<file path="config.mk">
export PLATFORM = sky130hd
export DESIGN_NAME = interval_timer
export DESIGN_NICKNAME = d
export VERILOG_FILES = /design/src/core/timer_pkg.sv /design/src/core/tick_if.sv /design/src/core/tick_source.sv /design/src/core/interval_timer.sv
export SDC_FILE = /design/constraint.sdc
export NUM_CORES = 1
export LEC_CHECK = 0
export ABC_AREA = 1
export BUFFER_PORTS_ARGS = -buffer_cell sky130_fd_sc_hd__buf_2
export CORE_ASPECT_RATIO = 1.25
export CORE_UTILIZATION = 50
export DETAILED_ROUTE_END_ITERATION = 7
export PLACE_DENSITY = 0.87
export SYNTH_ARGS = -nofsm -noshare
export SYNTH_HDL_FRONTEND = slang
export SYNTH_SLANG_ARGS = --single-unit
</file>
<file path="constraint.sdc">
create_clock -name mclk -period 3.11 [get_ports mclk]
set_input_delay 0.622 -clock mclk [delete_from_list [all_inputs] [get_ports mclk]]
set_output_delay 0.622 -clock mclk [all_outputs]
set_load 0.02 [all_outputs]
</file>
<file path="src/core/timer_pkg.sv">
`default_nettype none

package timer_pkg;

  // ****************************************************
  // Register map: printed offsets are word indices.
  // ****************************************************
  localparam logic [7:0] MODE_IDX = 8'hd8;
  localparam logic [7:0] COUNT_IDX = 8'hd9;
  localparam logic [7:0] STATUS_IDX = 8'he0;
  localparam logic [7:0] MASK_IDX = 8'he1;
  localparam int ADDR_W = 10;

  // ****************************************************
  // Field positions and values after reset.
  // ****************************************************
  localparam int RUN_BIT = 7;
  localparam int PRESCALE_LSB = 4;
  localparam int RTC_SEL_BIT = 0;
  localparam int OVF_BIT = 0;
  localparam logic [7:0] MODE_RESET = 8'h00;
  localparam logic [7:0] COUNT_RESET = 8'h00;
  localparam logic [2:0] PRESCALE_RESET = 3'h0;
  localparam logic [7:0] COUNT_TOP = 8'hff;

  // ****************************************************
  // Timing of the real-time source.
  // ****************************************************
  localparam int MCLK_HZ = 100_000_000;
  localparam int RTC_HZ = 32768;
  localparam int RTC_INTERVAL_MS = 500;
  localparam int COUNT_STEPS = 256;
  localparam int RTC_DIV = RTC_HZ * RTC_INTERVAL_MS / 1000 / COUNT_STEPS;
  localparam int RTC_DIV_W = $clog2(RTC_DIV);

endpackage : timer_pkg

`default_nettype wire

</file>
<file path="src/core/tick_if.sv">
`timescale 1ns/1ps
`default_nettype none

// Carries the timer setup to the step generator and the step back.
interface tick_if;
  logic run;
  logic [2:0] prescale_select;
  logic rtc_source_select;
  logic tick;
  modport src (input run, input prescale_select,
               input rtc_source_select, output tick);
  modport sink (output run, output prescale_select,
                output rtc_source_select, input tick);
endinterface : tick_if

`default_nettype wire

</file>
<file path="src/core/tick_source.sv">
`timescale 1ns/1ps
`default_nettype none

module tick_source
  import timer_pkg::*;
(
  input wire logic mclk,
  input wire logic rst_n,
  input wire logic ce,
  input wire logic rtc_clk,
  input wire logic rtc_allowed,
  tick_if.src tk
);

  logic rtc_meta_r;
  logic rtc_sync_r;
  logic rtc_last_r;
  logic [7:0] div_r;
  logic [RTC_DIV_W-1:0] rtc_div_r;
  logic [7:0] div_mask;
  logic rtc_edge;
  logic pre_tick;
  logic rtc_tick;
  logic rtc_mode;

  // Two flip-flops bring the slow pin into mclk; a third finds edges.
  always_ff @(posedge mclk or negedge rst_n) begin
    if (!rst_n) begin
      rtc_meta_r <= 1'b0;
      rtc_sync_r <= 1'b0;
      rtc_last_r <= 1'b0;
    end else if (ce) begin
      rtc_meta_r <= rtc_clk;
      rtc_sync_r <= rtc_meta_r;
      rtc_last_r <= rtc_sync_r;
    end
  end

  assign rtc_edge = rtc_sync_r & ~rtc_last_r;
  assign rtc_mode = tk.rtc_source_select & rtc_allowed;

  // Prescaler: divisor 256 at code zero, halved for each higher code.
  // divisor from code
  assign div_mask = 8'hff >> tk.prescale_select;
  assign pre_tick = tk.run & ((div_r & div_mask) == div_mask);

  // The divider runs only while the timer runs, so each start is clean.
  always_ff @(posedge mclk or negedge rst_n) begin
    if (!rst_n) begin
      div_r <= 8'h00;
    end else if (ce) begin
      div_r <= tk.run ? div_r + 8'h01 : 8'h00;
    end
  end

  // The real-time edges are divided so 256 steps last half a second.
  // fixed rtc interval
  always_ff @(posedge mclk or negedge rst_n) begin
    if (!rst_n) begin
      rtc_div_r <= '0;
    end else if (ce && tk.run && rtc_mode && rtc_edge) begin
      rtc_div_r <= rtc_div_r + RTC_DIV_W'(1);
    end
  end

  assign rtc_tick = tk.run & rtc_edge & (&rtc_div_r);

  assign tk.tick = rtc_mode ? rtc_tick :
                   (tk.rtc_source_select ? 1'b0 : pre_tick);
endmodule : tick_source

`default_nettype wire

</file>
<file path="src/core/interval_timer.sv">
// Overview of operation
// - Count up in eight bits; wrap from top to zero raises an overflow.
// - Count only while the run bit, mode bit 7, is one.
// - Mode bit 0 chooses prescaled cpu clock or the real-time source.
// - Prescale bits 6 to 4 divide by 256 at code 0, 2 at code 7.
// - Real-time mode ignores prescale; 256 steps take half a second.
// - Real-time source works only when the build option allows it.
// - An overflow during light sleep with the timer running wakes the system.
// - The count register reads and writes the live count.
//
// Design decision made here: register access over Avalon-MM.
`timescale 1ns/1ps
`default_nettype none

module interval_timer
  import timer_pkg::*;
(
  input wire logic mclk,
  input wire logic resetn,
  input wire logic ce,
  input wire logic [ADDR_W-1:0] address,
  input wire logic read,
  input wire logic write,
  input wire logic [3:0] byteenable,
  input wire logic [31:0] writedata,
  output logic [31:0] readdata,
  output logic waitrequest,
  input wire logic rtc_clk,
  input wire logic rtc_option,
  input wire logic light_sleep,
  output logic irq,
  output logic wake_up
);

  // ****************************************************
  // Declarations.
  // ****************************************************
  logic rst_meta_r;
  logic rst_n_sync;
  logic opt_meta_r;
  logic opt_sync_r;
  logic opt_taken_r;
  logic [1:0] opt_age_r;
  logic rtc_allowed_r;
  logic ack_r;
  logic timer_run_enable_r;
  logic [2:0] prescale_select_r;
  logic rtc_source_select_r;
  logic [7:0] count_value_r;
  logic [7:0] count_value_nxt;
  logic overflow_request_flag_r;
  logic overflow_irq_enable_r;
  logic wake_up_r;
  logic [31:0] readdata_r;
  logic [7:0] reg_idx;
  logic wr_accept;
  logic rd_accept;
  logic wr_low;
  logic wr_mode;
  logic wr_count;
  logic wr_status;
  logic wr_mask;
  logic step;
  logic overflow;
  logic [7:0] mode_view;

  tick_if tk ();

  // ****************************************************
  // Reset release.
  // ****************************************************

  // The reset is asserted at once and released through two flip-flops.
  always_ff @(posedge mclk or negedge resetn) begin
    if (!resetn) begin
      rst_meta_r <= 1'b0;
      rst_n_sync <= 1'b0;
    end else begin
      rst_meta_r <= 1'b1;
      rst_n_sync <= rst_meta_r;
    end
  end

  // ****************************************************
  // Build option strap.
  // ****************************************************

  // The strap pin is synchronised before anything looks at it.
  always_ff @(posedge mclk or negedge rst_n_sync) begin
    if (!rst_n_sync) begin
      opt_meta_r <= 1'b0;
      opt_sync_r <= 1'b0;
    end else if (ce) begin
      opt_meta_r <= rtc_option;
      opt_sync_r <= opt_meta_r;
    end
  end

  // The option is caught once, when the synchroniser has filled, then held.
  // option capture
  always_ff @(posedge mclk or negedge rst_n_sync) begin
    if (!rst_n_sync) begin
      opt_taken_r <= 1'b0;
      opt_age_r <= 2'h0;
      rtc_allowed_r <= 1'b0;
    end else if (ce && !opt_taken_r) begin
      opt_age_r <= {opt_age_r[0], 1'b1};
      if (opt_age_r[1]) begin
        opt_taken_r <= 1'b1;
        rtc_allowed_r <= opt_sync_r;
      end
    end
  end

  // ****************************************************
  // Avalon-MM slave.
  // ****************************************************

  // Every access waits one cycle; the answer comes from a flip-flop.
  assign waitrequest = (read | write) & ~(ack_r & ce);
  assign reg_idx = address[ADDR_W-1:2];
  assign wr_accept = write & ack_r & ce;
  assign rd_accept = read & ~ack_r & ce;
  assign wr_low = wr_accept & byteenable[0];
  assign wr_mode = wr_low & (reg_idx == MODE_IDX);
  assign wr_count = wr_low & (reg_idx == COUNT_IDX);
  assign wr_status = wr_low & (reg_idx == STATUS_IDX);
  assign wr_mask = wr_low & (reg_idx == MASK_IDX);

  // The acknowledge flop ends the wait one cycle after the request.
  always_ff @(posedge mclk or negedge rst_n_sync) begin
    if (!rst_n_sync) begin
      ack_r <= 1'b0;
    end else if (ce) begin
      ack_r <= (read | write) & ~ack_r;
    end
  end

  // Reserved mode bits read as zero.
  assign mode_view = {timer_run_enable_r, prescale_select_r, 3'h0,
                      rtc_source_select_r};

  // Read data is latched when the wait is released; unmapped reads zero.
  always_ff @(posedge mclk or negedge rst_n_sync) begin
    if (!rst_n_sync) begin
      readdata_r <= 32'h0000_0000;
    end else if (rd_accept) begin
      unique case (reg_idx)
        MODE_IDX: readdata_r <= {24'h00_0000, mode_view};
        COUNT_IDX: readdata_r <= {24'h00_0000, count_value_r};
        STATUS_IDX: readdata_r <= {31'h0, overflow_request_flag_r};
        MASK_IDX: readdata_r <= {31'h0, overflow_irq_enable_r};
        default: readdata_r <= 32'h0000_0000;
      endcase
    end
  end

  assign readdata = readdata_r;

  // ****************************************************
  // Mode register.
  // ****************************************************

  // Software writes run, prescale and source select in one word.
  // mode reset
  always_ff @(posedge mclk or negedge rst_n_sync) begin
    if (!rst_n_sync) begin
      timer_run_enable_r <= MODE_RESET[RUN_BIT];
      prescale_select_r <= PRESCALE_RESET;
      rtc_source_select_r <= MODE_RESET[RTC_SEL_BIT];
    end else if (wr_mode) begin
      timer_run_enable_r <= writedata[RUN_BIT];
      prescale_select_r <= writedata[PRESCALE_LSB +: 3];
      rtc_source_select_r <= writedata[RTC_SEL_BIT];
    end
  end

  // ****************************************************
  // Step generator.
  // ****************************************************

  assign tk.run = timer_run_enable_r;
  assign tk.prescale_select = prescale_select_r;
  assign tk.rtc_source_select = rtc_source_select_r;

  tick_source u_tick_source (
    .mclk(mclk),
    .rst_n(rst_n_sync),
    .ce(ce),
    .rtc_clk(rtc_clk),
    .rtc_allowed(rtc_allowed_r),
    .tk(tk.src)
  );

  // ****************************************************
  // Counter.
  // ****************************************************

  assign step = tk.tick & timer_run_enable_r & ce;
  assign overflow = step & (count_value_r == COUNT_TOP) & ~wr_count;

  // A software load wins over a step in the same cycle.
  // load the count
  always_comb begin
    count_value_nxt = count_value_r;
    if (wr_count) begin
      count_value_nxt = writedata[7:0];
    end else if (step) begin
      count_value_nxt = count_value_r + 8'h01;
    end
  end

  always_ff @(posedge mclk or negedge rst_n_sync) begin
    if (!rst_n_sync) begin
      count_value_r <= COUNT_RESET;
    end else if (ce) begin
      count_value_r <= count_value_nxt;
    end
  end

  // ****************************************************
  // Interrupt status and mask.
  // ****************************************************

  // The flag is cleared by writing one; a new overflow wins the cycle.
  // sticky flag
  always_ff @(posedge mclk or negedge rst_n_sync) begin
    if (!rst_n_sync) begin
      overflow_request_flag_r <= 1'b0;
    end else if (overflow) begin
      overflow_request_flag_r <= 1'b1;
    end else if (wr_status && writedata[OVF_BIT]) begin
      overflow_request_flag_r <= 1'b0;
    end
  end

  // The mask bit is the interrupt enable.
  always_ff @(posedge mclk or negedge rst_n_sync) begin
    if (!rst_n_sync) begin
      overflow_irq_enable_r <= 1'b0;
    end else if (wr_mask) begin
      overflow_irq_enable_r <= writedata[OVF_BIT];
    end
  end

  assign irq = overflow_request_flag_r & overflow_irq_enable_r;

  // ****************************************************
  // Light-sleep wake.
  // ****************************************************

  // One-cycle wake pulse on an overflow while the core sleeps.
  // wake on overflow
  always_ff @(posedge mclk or negedge rst_n_sync) begin
    if (!rst_n_sync) begin
      wake_up_r <= 1'b0;
    end else if (ce) begin
      wake_up_r <= overflow & light_sleep;
    end
  end

  assign wake_up = wake_up_r;
endmodule : interval_timer

`default_nettype wire

</file>
==> results of run 1 <==
power by group:
| group | switching (W) | total (W) | internal [W] |
|---|---|---|---|
| Clock | 0.000211 | 0.000390 | 0.000179 |
| Sequential | 0.0000188 | 0.000681 | 0.000662 |
| Combinational | 0.0000678 | 0.0000918 | 0.0000240 |
| Total | 0.000297 | 0.00116 | 0.000865 |
state kept, by name (all words and copies together), names as in the netlist, 2 cells and up:
signal	cells
count_value_r	8
opt_age_r	2
prescale_select_r	3
readdata	8
u_tick_source.div_r	8
u_tick_source.rtc_div_r	6
placed cells by master (no fill, tap or decap):
cell,instances
a21oi_1,5
buf_2,35
clkbuf_8,6
clkinv_2,1
clkinvlp_4,1
conb_1,25
dfrtp_1,49
dfrtp_2,1
ha_1,3
inv_1,35
inv_2,2
mux2_2,1
nand2_1,106
nand2_2,3
nand3_1,25
nand3_2,1
nand3_4,1
nand4_1,10
nand4_2,1
nor2_1,31
nor2_4,1
nor3_1,1
nor3_4,1
o21ai_0,31
o21ai_1,2
o22ai_1,4
or2_2,1
xnor2_1,6
xor2_1,3
cell type report:
class	count	area share (%)
sequential	50	42.1
clock buffer	6	2.78
multi-input combinational	262	41.5
timing repair buffer	35	5.89
tap	62	2.61
clock inverter	2	0.421
inverter	37	4.67
kinds of logic after synthesis:
kind of cell | Yosys count | share of synthesized area [%]
AO/OA/AOI/OAI | 42 | 7.87
XOR/XNOR | 9 | 2.88
adder cells (fa/ha/maj) | 3 | 1.37
buffers and inverters | 64 | 12.2
flip-flops | 50 | 45.8
multiplexers | 1 | 0.412
other | 2 | 0.275
AND/OR/NAND/NOR | 182 | 29.2
routing by layer:
layer	part of all wire [%]	global-route usage [%]
met5	0	0
met4	1.9	7.20
met3	4.5	3.53
met2	49	34.8
met1	44	24.9
cell usage after synthesis:
library cell	instances	area share [%]
conb_1	2	0.27
ha_1	3	1.4
clkbuf_1	1	0.14
xor2_1	3	0.96
o22ai_1	4	0.92
inv_2	2	0.27
inv_1	35	4.8
nor2_1	31	4.3
nor3_4	1	0.60
nand3_4	1	0.64
nand2_2	3	0.69
nand4_1	10	2.3
dfrtp_1	50	46
mux2_2	1	0.41
o21ai_1	2	0.37
nand3_2	1	0.37
xnor2_1	6	1.9
buf_2	2	0.37
o21ai_0	31	5.7
nand3_1	25	4.6
nor3_1	1	0.18
or2_2	1	0.23
nor2_4	1	0.41
buf_4	24	6.6
a21oi_1	5	0.92
nand4_2	1	0.46
nand2_1	106	15
metrics by stage:
step	std cells	area, sq um	total power [W]	utilization, %
after floorplan	376	2820	0.000775	-
after global placement	446	2880	0.000782	55.9
after detailed placement	446	2880	0.000786	55.9
after CTS	454	2980	0.00117	57.7
after global routing	454	2980	0.00121	57.7
final	454	2980	0.00116	57.7
how the worst max path moves through the flow:
stage	end	startpoint	slack, ns
floorplan	waitrequest	ce	1.47
global placement	count_value_r[6]$_DFFE_PN0P_	ce	1.13
detailed placement	count_value_r[2]$_DFFE_PN0P_	ce	1.09
CTS	waitrequest	ce	1.19
global route	waitrequest	ce	1.12
finish	waitrequest	ce	1.19
==> run metrics, run 1 <==
Reg2Reg Setup Slack 1.56 ns; Setup WS post-layout 1.19 ns; post-route ant nets 0; placed wire-length estimate 3960 microns; hold buffer count at cts 0; Final Max Slew Viols 0; Reg clk slew, reported paths 0.08 ns; # H-tree levels 2; unrepaired setup endpoints after global routing no; initial core utilization 53.1%; Place WS 1.09 ns; Register Area 0.00125 sq mm; CTS tree yes; P_leak 1.57 nW; Hold Crit Class in -> async; I/O pin count 89; status finished, final reports clean; final period utilization 61.7%; Syn Area/Cell 7.74 sq um; #FFs+latches synth 50; largest net degree at the start of global routing 49; vias per inst 5.08; via count 2305; clk root buf clkbuf_8; Synth cell types 27; first-pass GRT wire length 9070 microns; Crit-path slowest cell buf_2; synthesis-to-layout area growth 8.83%; Seq/Total Area, Yosys 45.8%; Die X 68.1 microns; # setup viols final 0; crit-path cells buf_2, nand2_2, inv_1, nor2_1, buf_2; Die H 84.7 microns; worst hold margin 0.0915 ns; setup_tns 0 ns; Final Critical Period 1.92 ns; Clock Skew 0.00979 ns; Cells after Synth 353; Required @ worst endpoint 2.49 ns; Residual DRC 0; Max Cap Viol 0; CP max FO 16; Iteration-0 DRC Markers 155; Worst VDD drop 0.000243 V; warnings from Yosys 0; critical path depth 5; critical path's top delay family buffers and inverters; Critical Path Start Type input port; most frequent CP cell buf_2; Total GRT Usage 20.4%; Worst path max stage delay 0.27 ns; die area 0.00577 sq mm; CTS Buf Count 5; DR WL/cell 11.7 microns; Data arrival, critical path 1.30 ns; final count of hold timing violations 0; Routed WL 5310 microns; crit end category output port; total grt overflow 0; critical path type in -> out; worst rel slew slack 31.2%; fmax 521 MHz; CTS max path bufs 2; Sink Count 50; worst-margin pin slew 1.03 ns; area taken by multi-input logic gates 0.00124 sq mm; n_diodes 0; Port Buf Inserts 35; Buffers & Inverters on Critical Path 3; Worst R2R End wake_up$_DFFE_PN0P_; Mapped Area 0.00273 sq mm; reg2reg start count_value_r[0]$_DFFE_PN0P_; Post-CTS Resized 0; clock latency on the worst-skew pair 0.30 ns; # Post-CTS Setup Buffers 0; Core Box Area 0.00515 sq mm; vias in the first global route 2139; FILL cells 489; R2R depth 6; layout cells sized above 1 14.3%; drt first pass iters 4; antenna violations before repair 0; Power Density 391 mW/mm^2; row cnt 29; Final Wtd Congestion 0.884; # nets final 448
(Power assumes the default switching activity.)
==> inputs of run 2 (changes only) <==
clock period = 1.9 ns   (was 3.11 ns; I/O delays follow)
==> run 2 against run 1 <==
Clock power rose by 87%. Combinational power up 84%. Clock skew increased by 0.0023 ns. Critical path depth is 1 higher. Largest power group unchanged. Count of clock-buffer cells in the layout increased by 1. Die area is the same. Cell count rose by 1.1%. Register-to-register slack lost 1.2 ns. Sequential power up 62%. Highest routed layer unchanged. Power rose by 72%. Global-route usage grew 0.21 points. Sequential share of layout area down 0.71 points.
==> run metrics, run 2 (same netlist as run 1, synthesis figures left out) <==
Sink Count 50 (unchanged); Residual DRC 0 (unchanged); CTS tree yes; final count of hold timing violations 0 (unchanged); Buffers & Inverters on Critical Path 0 (-3); worst-margin pin slew 0.507 ns (-0.525 ns); CP endpoint count_value_r[7]$_DFFE_PN0P_; Required @ worst endpoint 2.14 ns (-0.35 ns); Final Critical Period 1.54 ns; Reg clk slew, reported paths 0.09 ns (about the same); Hold Crit Class reg -> async; commonest non-fill, non-tap cells in the layout 106 x nand2_1, 49 x dfrtp_1, 35 x inv_1, 35 x buf_2; critical path's top delay family simple AND/OR/NAND/NOR gates; Total GRT Usage 20.6% (+0.21 points); R2R depth 6 (unchanged); # setup viols final 0 (unchanged); n_diodes 0 (unchanged); Routed WL 5150 microns (-3.0%); I/O pin count 89 (unchanged); clk root buf clkbuf_8; Data arrival, critical path 1.77 ns (+0.47 ns); critical path depth 6 (+1); clock latency on the worst-skew pair 0.31 ns (about the same); Reg2Reg Setup Slack 0.36 ns (-1.20 ns); P_leak 1.60 nW (+1.8%); die area 0.00577 sq mm (unchanged); # H-tree levels 2 (unchanged); fmax 651 MHz; hold buffer count at cts 1 (+1); CTS Buf Count 5 (unchanged); Power Density 662 mW/mm^2 (+69%); worst rel slew slack 66.2% (+35 points); critical path type reg -> reg; largest net degree at the start of global routing 25 (-49%); final period utilization 80.8%; Crit-path slowest cell dfrtp_1; Iteration-0 DRC Markers 158 (+1.9%); most frequent CP cell nand2_1; commonest non-fill, non-tap cell in the layout nand2_1; Worst Setup SP timer_run_enable_r$_DFFE_PN0P_; vias in the first global route 2174 (+1.6%); reg2reg start timer_run_enable_r$_DFFE_PN0P_; Max Cap Viol 0 (unchanged); crit-path cells nand2_2, nor2_1, nand4_2, nand3_2, nand2_1, nand2_1; Critical Path Start Type register; row cnt 29 (unchanged); Die X 68.1 microns (unchanged); Post-CTS Resized 0 (unchanged); status finished, final reports clean; vias per inst 5.01 (-1.3%); Clock Skew 0.0121 ns (+0.00232 ns); drt first pass iters 4 (unchanged); Core Box Area 0.00515 sq mm (unchanged); Final Wtd Congestion 0.881 (-0.33%); worst hold margin 0.230 ns (+0.138 ns); Worst R2R End count_value_r[7]$_DFFE_PN0P_; layout cells sized above 1 14.6% (+0.32 points); CP max FO 10 (-6); setup_tns 0 ns (unchanged); Worst path max stage delay 0.46 ns (+0.19 ns); placed wire-length estimate 3910 microns (-1.4%); total grt overflow 0 (unchanged); post-route ant nets 0 (unchanged); CTS max path bufs 2 (unchanged); Die H 84.7 microns (unchanged); Final Max Slew Viols 0 (unchanged); Worst VDD drop 0.000399 V (+64%); via count 2301 (-0.17%); Port Buf Inserts 35 (unchanged); initial core utilization 53.1% (unchanged); unrepaired setup endpoints after global routing no; Power Total 0.00200 W (+72%); DR WL/cell 11.2 microns (-4.1%); # Post-CTS Setup Buffers 0 (unchanged); antenna violations before repair 0 (unchanged); synthesis-to-layout area growth 10.7%; crit end category register; first-pass GRT wire length 9050 microns (-0.31%); # nets final 453 (+1.1%)
[run 2: per-layer routing]
metal	share of wire, %	global-route usage [%]	vias up
met5	0	0	-
met4	1.6	8.52	0
met3	5.3	3.94	6
met2	50	34.8	75
met1	44	24.8	1055
li1	-	-	1165
[run 2: stage by stage]
step                setup slack (ns)  std cells  cell area (sq um)  utilization, %
detailed placement             0.244        450               2910            56.5
CTS                            0.359        459               3030            58.7
finish                         0.364        459               3030            58.7
global placement               0.276        450               2910            56.5
floorplan                      0.405        376               2820               -
global route                   0.171        459               3030            58.7
[run 2: report_power, final]
| group | total [W] | switching [W] | internal [W] |
|---|---|---|---|
| Sequential | 0.00110 | 0.0000206 | 0.00108 |
| Clock | 0.000730 | 0.000336 | 0.000394 |
| Combinational | 0.000169 | 0.000122 | 0.0000468 |
[run 2: worst min-delay path by stage]
stage / startpoint / end / slack [ns]
after floorplan: resetn / rst_meta_r$_DFF_PN0_ / 0.08
after global placement: resetn / rst_meta_r$_DFF_PN0_ / 0.17
after detailed placement: resetn / rst_meta_r$_DFF_PN0_ / 0.17
after CTS: rst_n_sync$_DFF_PN0_ / prescale_select_r[1]$_DFFE_PN0P_ / 0.25
after global routing: rst_n_sync$_DFF_PN0_ / u_tick_source.rtc_div_r[5]$_DFFE_PN0P_ / 0.28
final: rst_n_sync$_DFF_PN0_ / timer_run_enable_r$_DFFE_PN0P_ / 0.23
[run 2: layout make-up]
class                   instances  area (sq um)
well taps                      62          77.6
multi-input cells             262          1240
clock inverters                 1          30.0
inverters                      37           139
fillers                       449          2130
clock buffers                   7          76.3
flip-flops and latches         50          1250
repair buffers                 40           215
